--- config.mk ---
export PLATFORM = sky130hd
export DESIGN_NAME = dtf_delay_timer
export DESIGN_NICKNAME = d
export VERILOG_FILES = /design/src/design/dtf_pkg.sv /design/src/design/dtf_delay_timer.sv /design/src/design/dtf_span_calc.sv
export VERILOG_INCLUDE_DIRS = /design/src /design/src/design
export SDC_FILE = /design/constraint.sdc
export NUM_CORES = 2
export LEC_CHECK = 0
export ABC_AREA = 0
export BUFFER_PORTS_ARGS = -buffer_cell sky130_fd_sc_hd__buf_4
export CAP_MARGIN = 20
export CORE_MARGIN = 2
export CORE_UTILIZATION = 50
export DETAILED_ROUTE_END_ITERATION = 8
export GPL_TIMING_DRIVEN = 1
export PLACE_DENSITY = 0.72
export SLEW_MARGIN = 20
export SYNTH_ARGS = -nofsm -noshare
export SYNTH_HDL_FRONTEND = slang
export SYNTH_SLANG_ARGS = --single-unit
export TNS_END_PERCENT = 1
--- constraint.sdc ---
create_clock -name clk_sys -period 17.62 [get_ports clk_sys]
set_clock_uncertainty 0.05 [all_clocks]
set_input_delay 0.881 -clock clk_sys [delete_from_list [all_inputs] [get_ports clk_sys]]
set_output_delay 0.881 -clock clk_sys [all_outputs]
set_load 0.02 [all_outputs]
--- src/design/dtf_defs.svh ---
// Purpose: Named constants for the delay timer block
// Assumes: 40 MHz system clock, 32-bit AXI4-Lite data
// Notes: Offsets are byte addresses
`ifndef DTF_DEFS_SVH
`define DTF_DEFS_SVH

// Register byte offsets
`define DTF_OFF_CTRL 8'h00
`define DTF_OFF_HIGH_SPAN 8'h04
`define DTF_OFF_LOW_SPAN 8'h08
`define DTF_OFF_STATUS 8'h0c
`define DTF_OFF_ELAPSED 8'h10

// Control field positions
`define DTF_CTRL_MODE_LSB 0
`define DTF_CTRL_MODE_MSB 1
`define DTF_CTRL_INV_TRG 2
`define DTF_CTRL_INV_CLR 3
`define DTF_CTRL_RETAIN 4
`define DTF_CTRL_USE_VALUE 5
`define DTF_CTRL_TB_LSB 6
`define DTF_CTRL_TB_MSB 7
`define DTF_CTRL_UNIT_LSB 8
`define DTF_CTRL_UNIT_MSB 9
`define DTF_CTRL_SRC_LSB 10
`define DTF_CTRL_SRC_MSB 11
`define DTF_CTRL_WIDTH 12

// Reset values
`define DTF_CTRL_RESET 12'h000
`define DTF_SPAN_RESET 16'h0000

// Constant span word layout: major in high byte, minor in low byte
`define DTF_SPAN_MINOR_LSB 0
`define DTF_SPAN_MINOR_MSB 7
`define DTF_SPAN_MAJOR_LSB 8
`define DTF_SPAN_MAJOR_MSB 15

// Limits of the span sources
`define DTF_LIM_MS 32'd99990
`define DTF_LIM_S 32'd5999
`define DTF_LIM_MIN 32'd5999
`define DTF_CONST_MAJOR_MAX 32'd99
`define DTF_CONST_MINOR_MAX_S 32'd99
`define DTF_CONST_MINOR_MAX_MH 32'd59
`define DTF_MS_PER_TICK 32'd10
`define DTF_TICKS_PER_S 32'd100
`define DTF_S_PER_MIN 32'd60
`define DTF_TICKS_PER_MIN 32'd6000

// Timing
`define DTF_TICK_NS 10000000
`define DTF_CLK_NS 25

// Bus responses
`define DTF_RESP_OKAY 2'b00
`define DTF_RESP_SLVERR 2'b10

`endif

--- src/design/dtf_pkg.sv ---
// Purpose: Types shared by the delay timer block
// Assumes: Constants come from dtf_defs.svh
// Notes: State codes are one-hot
package dtf_pkg;

  typedef enum logic [1:0] {
    DTF_MODE_ON = 2'h0,
    DTF_MODE_OFF = 2'h1,
    DTF_MODE_ONOFF = 2'h2,
    DTF_MODE_LATCH = 2'h3
  } dtf_mode_e;

  typedef enum logic [1:0] {
    DTF_TB_MS = 2'h0,
    DTF_TB_S = 2'h1,
    DTF_TB_MIN = 2'h2
  } dtf_tbase_e;

  typedef enum logic [1:0] {
    DTF_UNIT_S = 2'h0,
    DTF_UNIT_M = 2'h1,
    DTF_UNIT_H = 2'h2
  } dtf_unit_e;

  typedef enum logic [2:0] {
    DTF_ST_IDLE = 3'h1,
    DTF_ST_TIMING = 3'h2,
    DTF_ST_EXPIRED = 3'h4
  } dtf_state_e;

endpackage : dtf_pkg

--- src/design/dtf_delay_timer.sv ---
// Purpose: Configurable delay timer function with AXI4-Lite control
// Assumes: trg, clr and the actual values are synchronous to clk_sys
// Notes: One function instance; mode picked in the control register
//
// The implementer's own choices: the AXI4-Lite register port and the register offsets.
`timescale 1ns/1ps
`default_nettype none
`include "dtf_defs.svh"

// How it works
// - Referenced span timebase is ms up to 99990, s or min up to 5999.
// - Referenced values outside the range are clamped to the nearest valid value.
// - On-delay starts on rising trigger and sets output at span expiry.
// - On-delay clears elapsed count when trigger drops early, output stays low.
// - On-delay output is low whenever trigger is low.
// - Retain option keeps output and elapsed count across power loss.
// - Off-delay output rises at once with the trigger.
// - Off-delay falling trigger restarts count; output drops when count meets span.
// - Off-delay further trigger pulses restart the count from zero.
// - Off-delay clearing input clears count and output at any time.
// - On/off-delay rising trigger starts high delay; output set if held high.
// - On/off-delay early fall clears high-delay count, output unchanged.
// - On/off-delay falling trigger starts low delay; output cleared if held low.
// - On/off-delay early rise clears low-delay count, output stays high.
// - Latching on-delay sets output at span expiry even if trigger fell.
// - Latching on-delay ignores trigger once timing has started.
// - Latching on-delay is cleared only by clearing input or unretained power loss.
// - Span is a constant or a selected comparator, threshold, amplifier, counter value; on/off-delay uses constants only.
// - Constant span reaches 99:99 s, 99:59 m, 99:59 h at matching resolution.
// - Trigger and clearing inputs can each be inverted.
module dtf_delay_timer
  import dtf_pkg::*;
#(
  parameter int AW = 8,
  parameter int CW = 26,
  parameter int TICK_CYCLES = `DTF_TICK_NS / `DTF_CLK_NS
) (
  input wire logic clk_sys,
  input wire logic rst_n,
  input wire logic [AW-1:0] s_axi_awaddr,
  input wire logic s_axi_awvalid,
  output logic s_axi_awready,
  input wire logic [31:0] s_axi_wdata,
  input wire logic [3:0] s_axi_wstrb,
  input wire logic s_axi_wvalid,
  output logic s_axi_wready,
  output logic [1:0] s_axi_bresp,
  output logic s_axi_bvalid,
  input wire logic s_axi_bready,
  input wire logic [AW-1:0] s_axi_araddr,
  input wire logic s_axi_arvalid,
  output logic s_axi_arready,
  output logic [31:0] s_axi_rdata,
  output logic [1:0] s_axi_rresp,
  output logic s_axi_rvalid,
  input wire logic s_axi_rready,
  input wire logic trg,
  input wire logic clr,
  input wire logic pwr_loss,
  input wire logic signed [31:0] cmp_value,
  input wire logic signed [31:0] thr_value,
  input wire logic signed [31:0] amp_value,
  input wire logic signed [31:0] cnt_value,
  output logic q_out
);

  localparam int TW = $clog2(TICK_CYCLES + 1);

  // Register index decode; 0 marks an unmapped address
  function automatic logic [2:0] reg_sel(input logic [AW-1:0] addr);
    case (8'(addr))
      `DTF_OFF_CTRL: reg_sel = 3'h1;
      `DTF_OFF_HIGH_SPAN: reg_sel = 3'h2;
      `DTF_OFF_LOW_SPAN: reg_sel = 3'h3;
      `DTF_OFF_STATUS: reg_sel = 3'h4;
      `DTF_OFF_ELAPSED: reg_sel = 3'h5;
      default: reg_sel = 3'h0;
    endcase
  endfunction : reg_sel

  function automatic logic [31:0] merge_strb(input logic [31:0] old, input logic [31:0] wd, input logic [3:0] st);
    logic [31:0] res;
    res = old;
    for (int i = 0; i < 4; i++) begin
      if (st[i]) begin
        res[i*8 +: 8] = wd[i*8 +: 8];
      end
    end
    merge_strb = res;
  endfunction : merge_strb

  logic [`DTF_CTRL_WIDTH-1:0] ctrl_q;
  logic [15:0] high_span_q;
  logic [15:0] low_span_q;
  logic awready_q;
  logic wready_q;
  logic aw_hold_q;
  logic w_hold_q;
  logic [AW-1:0] awaddr_q;
  logic [31:0] wdata_q;
  logic [3:0] wstrb_q;
  logic bvalid_q;
  logic [1:0] bresp_q;
  logic arready_q;
  logic rvalid_q;
  logic [31:0] rdata_q;
  logic [1:0] rresp_q;
  logic do_write;

  logic [TW-1:0] tick_cnt_q;
  logic tick_q;
  logic trg_prev_q;
  dtf_state_e st_q;
  dtf_state_e st_d;
  logic q_q;
  logic q_d;
  logic phase_hi_q;
  logic phase_hi_d;
  logic [CW-1:0] elapsed_count_q;
  logic cnt_clr;

  dtf_mode_e mode;
  logic trg_e;
  logic clr_e;
  logic rise;
  logic fall;
  logic retain;
  logic signed [31:0] analog_value;
  logic [CW-1:0] high_delay;
  logic [CW-1:0] low_delay;
  logic [CW-1:0] span_cur;
  logic reached;

  assign mode = dtf_mode_e'(ctrl_q[`DTF_CTRL_MODE_MSB:`DTF_CTRL_MODE_LSB]);
  assign retain = ctrl_q[`DTF_CTRL_RETAIN];
  assign trg_e = trg ^ ctrl_q[`DTF_CTRL_INV_TRG];
  assign clr_e = clr ^ ctrl_q[`DTF_CTRL_INV_CLR];
  assign rise = trg_e & ~trg_prev_q;
  assign fall = ~trg_e & trg_prev_q;

  // AXI4-Lite write channel
  assign do_write = aw_hold_q & w_hold_q & ~bvalid_q;

  always_ff @(posedge clk_sys or negedge rst_n) begin
    if (!rst_n) begin
      awready_q <= 1'b0;
      aw_hold_q <= 1'b0;
      awaddr_q <= '0;
    end else if (s_axi_awvalid && awready_q) begin
      awready_q <= 1'b0;
      aw_hold_q <= 1'b1;
      awaddr_q <= s_axi_awaddr;
    end else if (do_write) begin
      aw_hold_q <= 1'b0;
    end else if (!aw_hold_q && !bvalid_q) begin
      awready_q <= 1'b1;
    end
  end

  always_ff @(posedge clk_sys or negedge rst_n) begin
    if (!rst_n) begin
      wready_q <= 1'b0;
      w_hold_q <= 1'b0;
      wdata_q <= '0;
      wstrb_q <= '0;
    end else if (s_axi_wvalid && wready_q) begin
      wready_q <= 1'b0;
      w_hold_q <= 1'b1;
      wdata_q <= s_axi_wdata;
      wstrb_q <= s_axi_wstrb;
    end else if (do_write) begin
      w_hold_q <= 1'b0;
    end else if (!w_hold_q && !bvalid_q) begin
      wready_q <= 1'b1;
    end
  end

  always_ff @(posedge clk_sys or negedge rst_n) begin
    if (!rst_n) begin
      bvalid_q <= 1'b0;
      bresp_q <= `DTF_RESP_OKAY;
    end else if (do_write) begin
      bvalid_q <= 1'b1;
      bresp_q <= (reg_sel(awaddr_q) == 3'h0) ? `DTF_RESP_SLVERR : `DTF_RESP_OKAY;
    end else if (bvalid_q && s_axi_bready) begin
      bvalid_q <= 1'b0;
    end
  end

  always_ff @(posedge clk_sys or negedge rst_n) begin
    if (!rst_n) begin
      ctrl_q <= `DTF_CTRL_RESET;
      high_span_q <= `DTF_SPAN_RESET;
      low_span_q <= `DTF_SPAN_RESET;
    end else if (do_write) begin
      case (reg_sel(awaddr_q))
        3'h1: ctrl_q <= `DTF_CTRL_WIDTH'(merge_strb(32'(ctrl_q), wdata_q, wstrb_q));
        3'h2: high_span_q <= 16'(merge_strb(32'(high_span_q), wdata_q, wstrb_q));
        3'h3: low_span_q <= 16'(merge_strb(32'(low_span_q), wdata_q, wstrb_q));
        default: ;
      endcase
    end
  end

  // AXI4-Lite read channel, data one cycle after the address is taken
  always_ff @(posedge clk_sys or negedge rst_n) begin
    if (!rst_n) begin
      arready_q <= 1'b0;
      rvalid_q <= 1'b0;
      rdata_q <= '0;
      rresp_q <= `DTF_RESP_OKAY;
    end else if (s_axi_arvalid && arready_q) begin
      arready_q <= 1'b0;
      rvalid_q <= 1'b1;
      rresp_q <= `DTF_RESP_OKAY;
      case (reg_sel(s_axi_araddr))
        3'h1: rdata_q <= 32'(ctrl_q);
        3'h2: rdata_q <= 32'(high_span_q);
        3'h3: rdata_q <= 32'(low_span_q);
        3'h4: rdata_q <= {26'h0, phase_hi_q, st_q, trg_e, q_q};
        3'h5: rdata_q <= 32'(elapsed_count_q);
        default: begin
          rdata_q <= '0;
          rresp_q <= `DTF_RESP_SLVERR;
        end
      endcase
    end else if (rvalid_q && s_axi_rready) begin
      rvalid_q <= 1'b0;
    end else if (!rvalid_q) begin
      arready_q <= 1'b1;
    end
  end

  // Span sources
  always_comb begin
    case (ctrl_q[`DTF_CTRL_SRC_MSB:`DTF_CTRL_SRC_LSB])
      2'h0: analog_value = cmp_value;
      2'h1: analog_value = thr_value;
      2'h2: analog_value = amp_value;
      default: analog_value = cnt_value;
    endcase
  end

  dtf_span_calc #(
    .CW(CW)
  ) u_high_span (
    .use_value(ctrl_q[`DTF_CTRL_USE_VALUE] && (mode != DTF_MODE_ONOFF)),
    .value_tb(ctrl_q[`DTF_CTRL_TB_MSB:`DTF_CTRL_TB_LSB]),
    .const_unit(ctrl_q[`DTF_CTRL_UNIT_MSB:`DTF_CTRL_UNIT_LSB]),
    .const_word(high_span_q),
    .analog_value(analog_value),
    .span_ticks(high_delay)
  );

  // Low delay is always a constant
  dtf_span_calc #(
    .CW(CW)
  ) u_low_span (
    .use_value(1'b0),
    .value_tb(ctrl_q[`DTF_CTRL_TB_MSB:`DTF_CTRL_TB_LSB]),
    .const_unit(ctrl_q[`DTF_CTRL_UNIT_MSB:`DTF_CTRL_UNIT_LSB]),
    .const_word(low_span_q),
    .analog_value(analog_value),
    .span_ticks(low_delay)
  );

  assign span_cur = (mode == DTF_MODE_ONOFF && !phase_hi_q) ? low_delay : high_delay;
  assign reached = (elapsed_count_q >= span_cur);

  // Common 10 ms tick
  always_ff @(posedge clk_sys or negedge rst_n) begin
    if (!rst_n) begin
      tick_cnt_q <= '0;
      tick_q <= 1'b0;
    end else if (tick_cnt_q == TW'(TICK_CYCLES - 1)) begin
      tick_cnt_q <= '0;
      tick_q <= 1'b1;
    end else begin
      tick_cnt_q <= tick_cnt_q + TW'(1);
      tick_q <= 1'b0;
    end
  end

  always_ff @(posedge clk_sys or negedge rst_n) begin
    if (!rst_n) begin
      trg_prev_q <= 1'b0;
    end else begin
      trg_prev_q <= trg_e;
    end
  end

  // Timer behaviour per mode
  always_comb begin
    st_d = st_q;
    q_d = q_q;
    phase_hi_d = phase_hi_q;
    cnt_clr = 1'b0;
    if (pwr_loss && !retain) begin
      st_d = DTF_ST_IDLE;
      q_d = 1'b0;
      cnt_clr = 1'b1;
    end else if (!pwr_loss) begin
      case (mode)
        DTF_MODE_ON: begin
          if (!trg_e) begin
            st_d = DTF_ST_IDLE;
            q_d = 1'b0;
            cnt_clr = 1'b1;
          end else if (rise) begin
            st_d = DTF_ST_TIMING;
            cnt_clr = 1'b1;
          end else if (st_q == DTF_ST_TIMING && reached) begin
            st_d = DTF_ST_EXPIRED;
            q_d = 1'b1;
          end
        end
        DTF_MODE_OFF: begin
          if (clr_e) begin
            st_d = DTF_ST_IDLE;
            q_d = 1'b0;
            cnt_clr = 1'b1;
          end else if (trg_e) begin
            st_d = DTF_ST_IDLE;
            q_d = 1'b1;
            cnt_clr = 1'b1;
          end else if (fall) begin
            st_d = DTF_ST_TIMING;
            cnt_clr = 1'b1;
          end else if (st_q == DTF_ST_TIMING && reached) begin
            st_d = DTF_ST_EXPIRED;
            q_d = 1'b0;
          end
        end
        DTF_MODE_ONOFF: begin
          if (rise) begin
            phase_hi_d = 1'b1;
            st_d = DTF_ST_TIMING;
            cnt_clr = 1'b1;
          end else if (fall) begin
            phase_hi_d = 1'b0;
            st_d = DTF_ST_TIMING;
            cnt_clr = 1'b1;
          end else if (st_q == DTF_ST_TIMING && reached) begin
            st_d = DTF_ST_EXPIRED;
            q_d = phase_hi_q;
          end
        end
        DTF_MODE_LATCH: begin
          if (clr_e) begin
            st_d = DTF_ST_IDLE;
            q_d = 1'b0;
            cnt_clr = 1'b1;
          end else if (st_q == DTF_ST_IDLE && rise) begin
            st_d = DTF_ST_TIMING;
            cnt_clr = 1'b1;
          end else if (st_q == DTF_ST_TIMING && reached) begin
            st_d = DTF_ST_EXPIRED;
            q_d = 1'b1;
          end
        end
        default: begin
          st_d = DTF_ST_IDLE;
        end
      endcase
    end
  end

  always_ff @(posedge clk_sys or negedge rst_n) begin
    if (!rst_n) begin
      st_q <= DTF_ST_IDLE;
      q_q <= 1'b0;
      phase_hi_q <= 1'b0;
    end else begin
      st_q <= st_d;
      q_q <= q_d;
      phase_hi_q <= phase_hi_d;
    end
  end

  // Elapsed count; frozen at expiry and during retained power loss
  always_ff @(posedge clk_sys or negedge rst_n) begin
    if (!rst_n) begin
      elapsed_count_q <= '0;
    end else if (cnt_clr) begin
      elapsed_count_q <= '0;
    end else if (st_q == DTF_ST_TIMING && tick_q && !reached && !pwr_loss) begin
      elapsed_count_q <= elapsed_count_q + CW'(1);
    end
  end

  assign q_out = q_q;
  assign s_axi_awready = awready_q;
  assign s_axi_wready = wready_q;
  assign s_axi_bvalid = bvalid_q;
  assign s_axi_bresp = bresp_q;
  assign s_axi_arready = arready_q;
  assign s_axi_rvalid = rvalid_q;
  assign s_axi_rdata = rdata_q;
  assign s_axi_rresp = rresp_q;

endmodule : dtf_delay_timer
`default_nettype wire

--- src/design/dtf_span_calc.sv ---
// Purpose: Turns a constant or a referenced value into a span of 10 ms ticks
// Assumes: Referenced value is a signed 32-bit actual value
// Notes: Purely combinational
`timescale 1ns/1ps
`default_nettype none
`include "dtf_defs.svh"

module dtf_span_calc
  import dtf_pkg::*;
#(
  parameter int CW = 26
) (
  input wire logic use_value,
  input wire logic [1:0] value_tb,
  input wire logic [1:0] const_unit,
  input wire logic [15:0] const_word,
  input wire logic signed [31:0] analog_value,
  output logic [CW-1:0] span_ticks
);

  logic [31:0] val_lim;
  logic [31:0] val_clamped;
  logic [31:0] val_ticks;
  logic [31:0] major;
  logic [31:0] minor;
  logic [31:0] minor_lim;
  logic [31:0] const_ticks;

  always_comb begin
    case (dtf_tbase_e'(value_tb))
      DTF_TB_MS: val_lim = `DTF_LIM_MS;
      DTF_TB_S: val_lim = `DTF_LIM_S;
      default: val_lim = `DTF_LIM_MIN;
    endcase
    // Out-of-range values snap to the nearest valid one
    if (analog_value < 0) begin
      val_clamped = 32'h0;
    end else if (32'(analog_value) > val_lim) begin
      val_clamped = val_lim;
    end else begin
      val_clamped = 32'(analog_value);
    end
    case (dtf_tbase_e'(value_tb))
      DTF_TB_MS: val_ticks = val_clamped / `DTF_MS_PER_TICK;
      DTF_TB_S: val_ticks = val_clamped * `DTF_TICKS_PER_S;
      default: val_ticks = val_clamped * `DTF_TICKS_PER_MIN;
    endcase
  end

  always_comb begin
    major = 32'(const_word[`DTF_SPAN_MAJOR_MSB:`DTF_SPAN_MAJOR_LSB]);
    minor = 32'(const_word[`DTF_SPAN_MINOR_MSB:`DTF_SPAN_MINOR_LSB]);
    minor_lim = (dtf_unit_e'(const_unit) == DTF_UNIT_S) ? `DTF_CONST_MINOR_MAX_S : `DTF_CONST_MINOR_MAX_MH;
    if (major > `DTF_CONST_MAJOR_MAX) begin
      major = `DTF_CONST_MAJOR_MAX;
    end
    if (minor > minor_lim) begin
      minor = minor_lim;
    end
    case (dtf_unit_e'(const_unit))
      DTF_UNIT_S: const_ticks = major * `DTF_TICKS_PER_S + minor;
      DTF_UNIT_M: const_ticks = (major * `DTF_S_PER_MIN + minor) * `DTF_TICKS_PER_S;
      default: const_ticks = (major * `DTF_S_PER_MIN + minor) * `DTF_TICKS_PER_MIN;
    endcase
  end

  assign span_ticks = use_value ? CW'(val_ticks) : CW'(const_ticks);

endmodule : dtf_span_calc
`default_nettype wire

==> summary.log <==
[place] global placement routability congestion 0.9532
[detailed_routing] remaining antenna violation count after routing 0
[place] placed wire-length estimate after detailed placement 79960 µm
[detailed_routing] Post-route DRC 0
[synth] flop and latch count out of synthesis 157
[flow_run] max-capacitance violation count 0
[synth] Synthesis Warnings 0
[clock_network] Max H-tree Level 4
[finish] final antenna diode count 0
[synth] number of enable flip-flop cells after synthesis 0
[timing] Slew @ Worst Pin 1.125 ns
[critical_path] data required time of the worst path 17.86 ns
[timing] PnR worst setup slack -0.4161 ns
[critical_path] cell with the largest stage delay on the worst path sky130_fd_sc_hd__or4_4
[detailed_routing] routed vias 30280
[timing] Setup-failing EPs final 27
[clock_network] TritonCTS sink count 157
[die] effective utilization at floorplan 0.5027
[synth] number of instances in the synthesized netlist 3735
[die] height of the die 260.6 µm
[grt] global-route wire length before repair 156000 µm
[critical_path] data arrival time of the critical path 18.27 ns
[synth] ys flop type sky130_fd_sc_hd__dfrtp_1
[grt] overall fraction of global-route tracks in use 0.2843
[critical_path] CP Max Fanout 6
[place] IO buf count 205
[timing] time the worst path needs with I/O delays and setup 18.04 ns
[detailed_routing] 1st-iter DRT viols 2241
[critical_path] Worst Path Class, Setup register to register
[status] status finished with violations
[clock_network] insertion delay to the later sink of the worst-skew pair 0.42 ns
[grt] number of global-route vias before repair 29940
[synth] Mapped Area 0.03293 mm²
[die] # IOs 232
[timing] Achievable Freq 55.44 MHz
[critical_path] Worst path most repeated cell sky130_fd_sc_hd__buf_4
[critical_path] max incr delay on CP 0.58 ns
[timing] final count of hold timing violations 0
[detailed_routing] number of vias per cell after detailed routing 5.705
[synth] register area share after synthesis 0.1193
[die] Die Footprint 0.06793 mm²
[die] number of cell rows 94
[synth] distinct cell type count after synthesis 136
[critical_path] critical path capture point type register
[clock_network] maximum clock path buffer count 2
[detailed_routing] WL final 98450 µm
[synth] proportion of synthesized flip-flops having asynchronous set or reset 1.000
[timing] Final Max Slew Viols 0
[synth] post-synth top area share 0.1801
[finish] layout net count 5370
[critical_path] element type at the critical path start register
[die] die extent in x 260.6 µm
[clock_network] clk slew on worst S/H paths 0.06 ns
[grt] pin count of the biggest net entering global routing 90
[synth] average cell area after synthesis 8.817 µm²
[timing] Relative slew margins 0.2501
[grt] residual overflow from global routing 0
[status] failing checks setup timing
[min_path] worst hold-check path type register to register
[timing] setup TNS -7.312 ns
[finish] final core utilization 0.6247
[timing] fin crit share 1.024
[timing] setup repair after global routing missed its margin yes
[synth] main area contributors after synthesis sky130_fd_sc_hd__ha_1 18%, sky130_fd_sc_hd__fa_1 17%, sky130_fd_sc_hd__dfrtp_1 12%
[synth] post-synthesis cell type with the largest combined area sky130_fd_sc_hd__ha_1
[clock_network] number of buffers added by the clock tree synthesis step 17
[detailed_routing] average wire per cell in the routed design 18.55 µm
[detailed_routing] iteration count of the initial detailed-routing pass 7
[finish] Synth-to-Final Area Change 24.26%
[finish] fraction of layout instances using a drive strength above 1 0.2529
[clock_network] clock tree from TritonCTS yes
[die] total core area 0.06551 mm²
[grt] number of antenna violations at the first check in global routing 0
[clock_network] clock tree root buffer cell sky130_fd_sc_hd__clkbuf_16
layer usage:
layer,up-vias,GRT usage,share of wire
li1,14350,-,-
met1,14720,0.3847,0.43
met4,0,0.08238,0.033
met3,186,0.02933,0.062
met5,-,0,0
met2,1017,0.4816,0.48
worst paths after layout:
kind / endpoint / cells past startpoint / from / slack (ns)
max: elapsed_count_q[21] / 103 / ctrl_q[10] / -0.42
min: s_axi_rdata[7] / 2 / s_axi_rdata[7] / 0.43
max in group asynchronous: elapsed_count_q[15] / 2 / rst_n / 15.69
min in group asynchronous: s_axi_rvalid / 1 / rst_n / 0.45
min reg2reg: s_axi_rdata[7] / 2 / s_axi_rdata[7] / 0.43
max reg2reg: elapsed_count_q[21] / 103 / ctrl_q[10] / -0.42
per-stage QoR:
stage | cells | hold slack (ns) | area [µm²] | setup slack [ns]
final | 5308 | 0.4330 | 40920 | -0.4161
after global placement | 5192 | 0.4060 | 38840 | -0.6961
after floorplan | 3784 | 0.3880 | 33330 | -0.2804
after detailed placement | 5192 | 0.4211 | 38840 | -1.005
after global routing | 5308 | 0.4654 | 40920 | -1.342
after CTS | 5273 | 0.4343 | 40330 | -0.03927
repair_timing:
| item | 4_1_cts | 5_1_grt |
|---|---|---|
| resized for setup | 100 | 67 |
| hold buffers | 0 | 0 |
| buffers inserted | 47 | 35 |
| pin swaps | 65 | 53 |
| endpoints found under the setup margin | 28 | 29 |
| gates cloned | 2 | 0 |
area by class of cell:
type	count	area (µm²)
tap	864	1081
timing repair buffer	740	5717
clock buffer	21	470.5
multi-input combinational	2937	27440
clock inverter	11	108.9
fill	5436	24590
inverter	578	2172
sequential	157	3931
flip-flops by register name, indices dropped and copies added (netlist names), 2 cells and up:
name	flops
st_q	3
wstrb_q	2
high_span_q	16
s_axi_rdata	26
awaddr_q	8
tick_cnt_q	19
elapsed_count_q	26
wdata_q	16
ctrl_q	12
low_span_q	16
cells in the mapped netlist (21+ instances only):
master	n
sky130_fd_sc_hd__a211oi_1	34
sky130_fd_sc_hd__a21o_1	68
sky130_fd_sc_hd__a21oi_1	233
sky130_fd_sc_hd__a221oi_1	26
sky130_fd_sc_hd__a31oi_1	35
sky130_fd_sc_hd__and2_1	22
sky130_fd_sc_hd__and3_1	28
sky130_fd_sc_hd__clkbuf_1	70
sky130_fd_sc_hd__dfrtp_1	156
sky130_fd_sc_hd__fa_1	275
sky130_fd_sc_hd__ha_1	474
sky130_fd_sc_hd__inv_1	571
sky130_fd_sc_hd__mux2_2	81
sky130_fd_sc_hd__mux2i_1	28
sky130_fd_sc_hd__nand2_1	199
sky130_fd_sc_hd__nand2b_1	29
sky130_fd_sc_hd__nand3_1	74
sky130_fd_sc_hd__nand4_1	33
sky130_fd_sc_hd__nor2_1	200
sky130_fd_sc_hd__nor2b_1	33
sky130_fd_sc_hd__nor3_1	45
sky130_fd_sc_hd__nor4_1	26
sky130_fd_sc_hd__o211ai_1	31
sky130_fd_sc_hd__o21a_1	24
sky130_fd_sc_hd__o21ai_0	135
sky130_fd_sc_hd__o21bai_1	84
sky130_fd_sc_hd__or3_1	21
sky130_fd_sc_hd__xnor2_1	186
sky130_fd_sc_hd__xor2_1	89
critical path: cells and delay by family (launching register included):
family                     cells  cell delay [ns]
xor gates and xnor gates       2             0.33
DFF                            1             0.53
buffers and inverters         17             2.35
muxes                          4             1.22
AOI/OAI and AO/OA             41             7.39
adders and majority gates      4             1.00
and+or+nand+nor               35             4.97
layout by cell type (no fill, tap or decap), drive strengths merged, types with 23 or more instances in the layout:
cell type	Yosys	routed
mux2i	31	31
a31oi	37	37
a211oi	43	43
nand2	203	203
ha	474	474
nand3	76	76
mux2	81	81
nor3	51	51
nor2b	34	34
nor4	30	30
o21bai	85	85
conb	2	51
xnor2	190	190
nand4	33	33
fa	275	275
buf	43	740
dfrtp	156	156
nor2	204	204
o21a	26	26
and2	23	23
a21oi	240	240
nand2b	29	29
and3	28	28
o21ai	158	158
o211ai	40	40
xor2	92	92
a21o	68	68
inv	577	579
a221oi	28	28
logic make-up (layout without fill, tap and decap cells):
logic type	count (synthesis)	after routing	synth area share
AO/OA/AOI/OAI	934	935	0.2016
AND/OR/NAND/NOR	790	790	0.1225
adder cells (fa/ha/maj)	751	751	0.3479
buffers and inverters	691	1350	0.08279
XOR/XNOR	282	282	0.07694
flip-flops	157	157	0.1193
multiplexers	128	128	0.04867
other	2	51	0.0002280
Power is not shown: default switching activity piles up to over one toggle a cycle in this logic, so the estimate is an artifact.
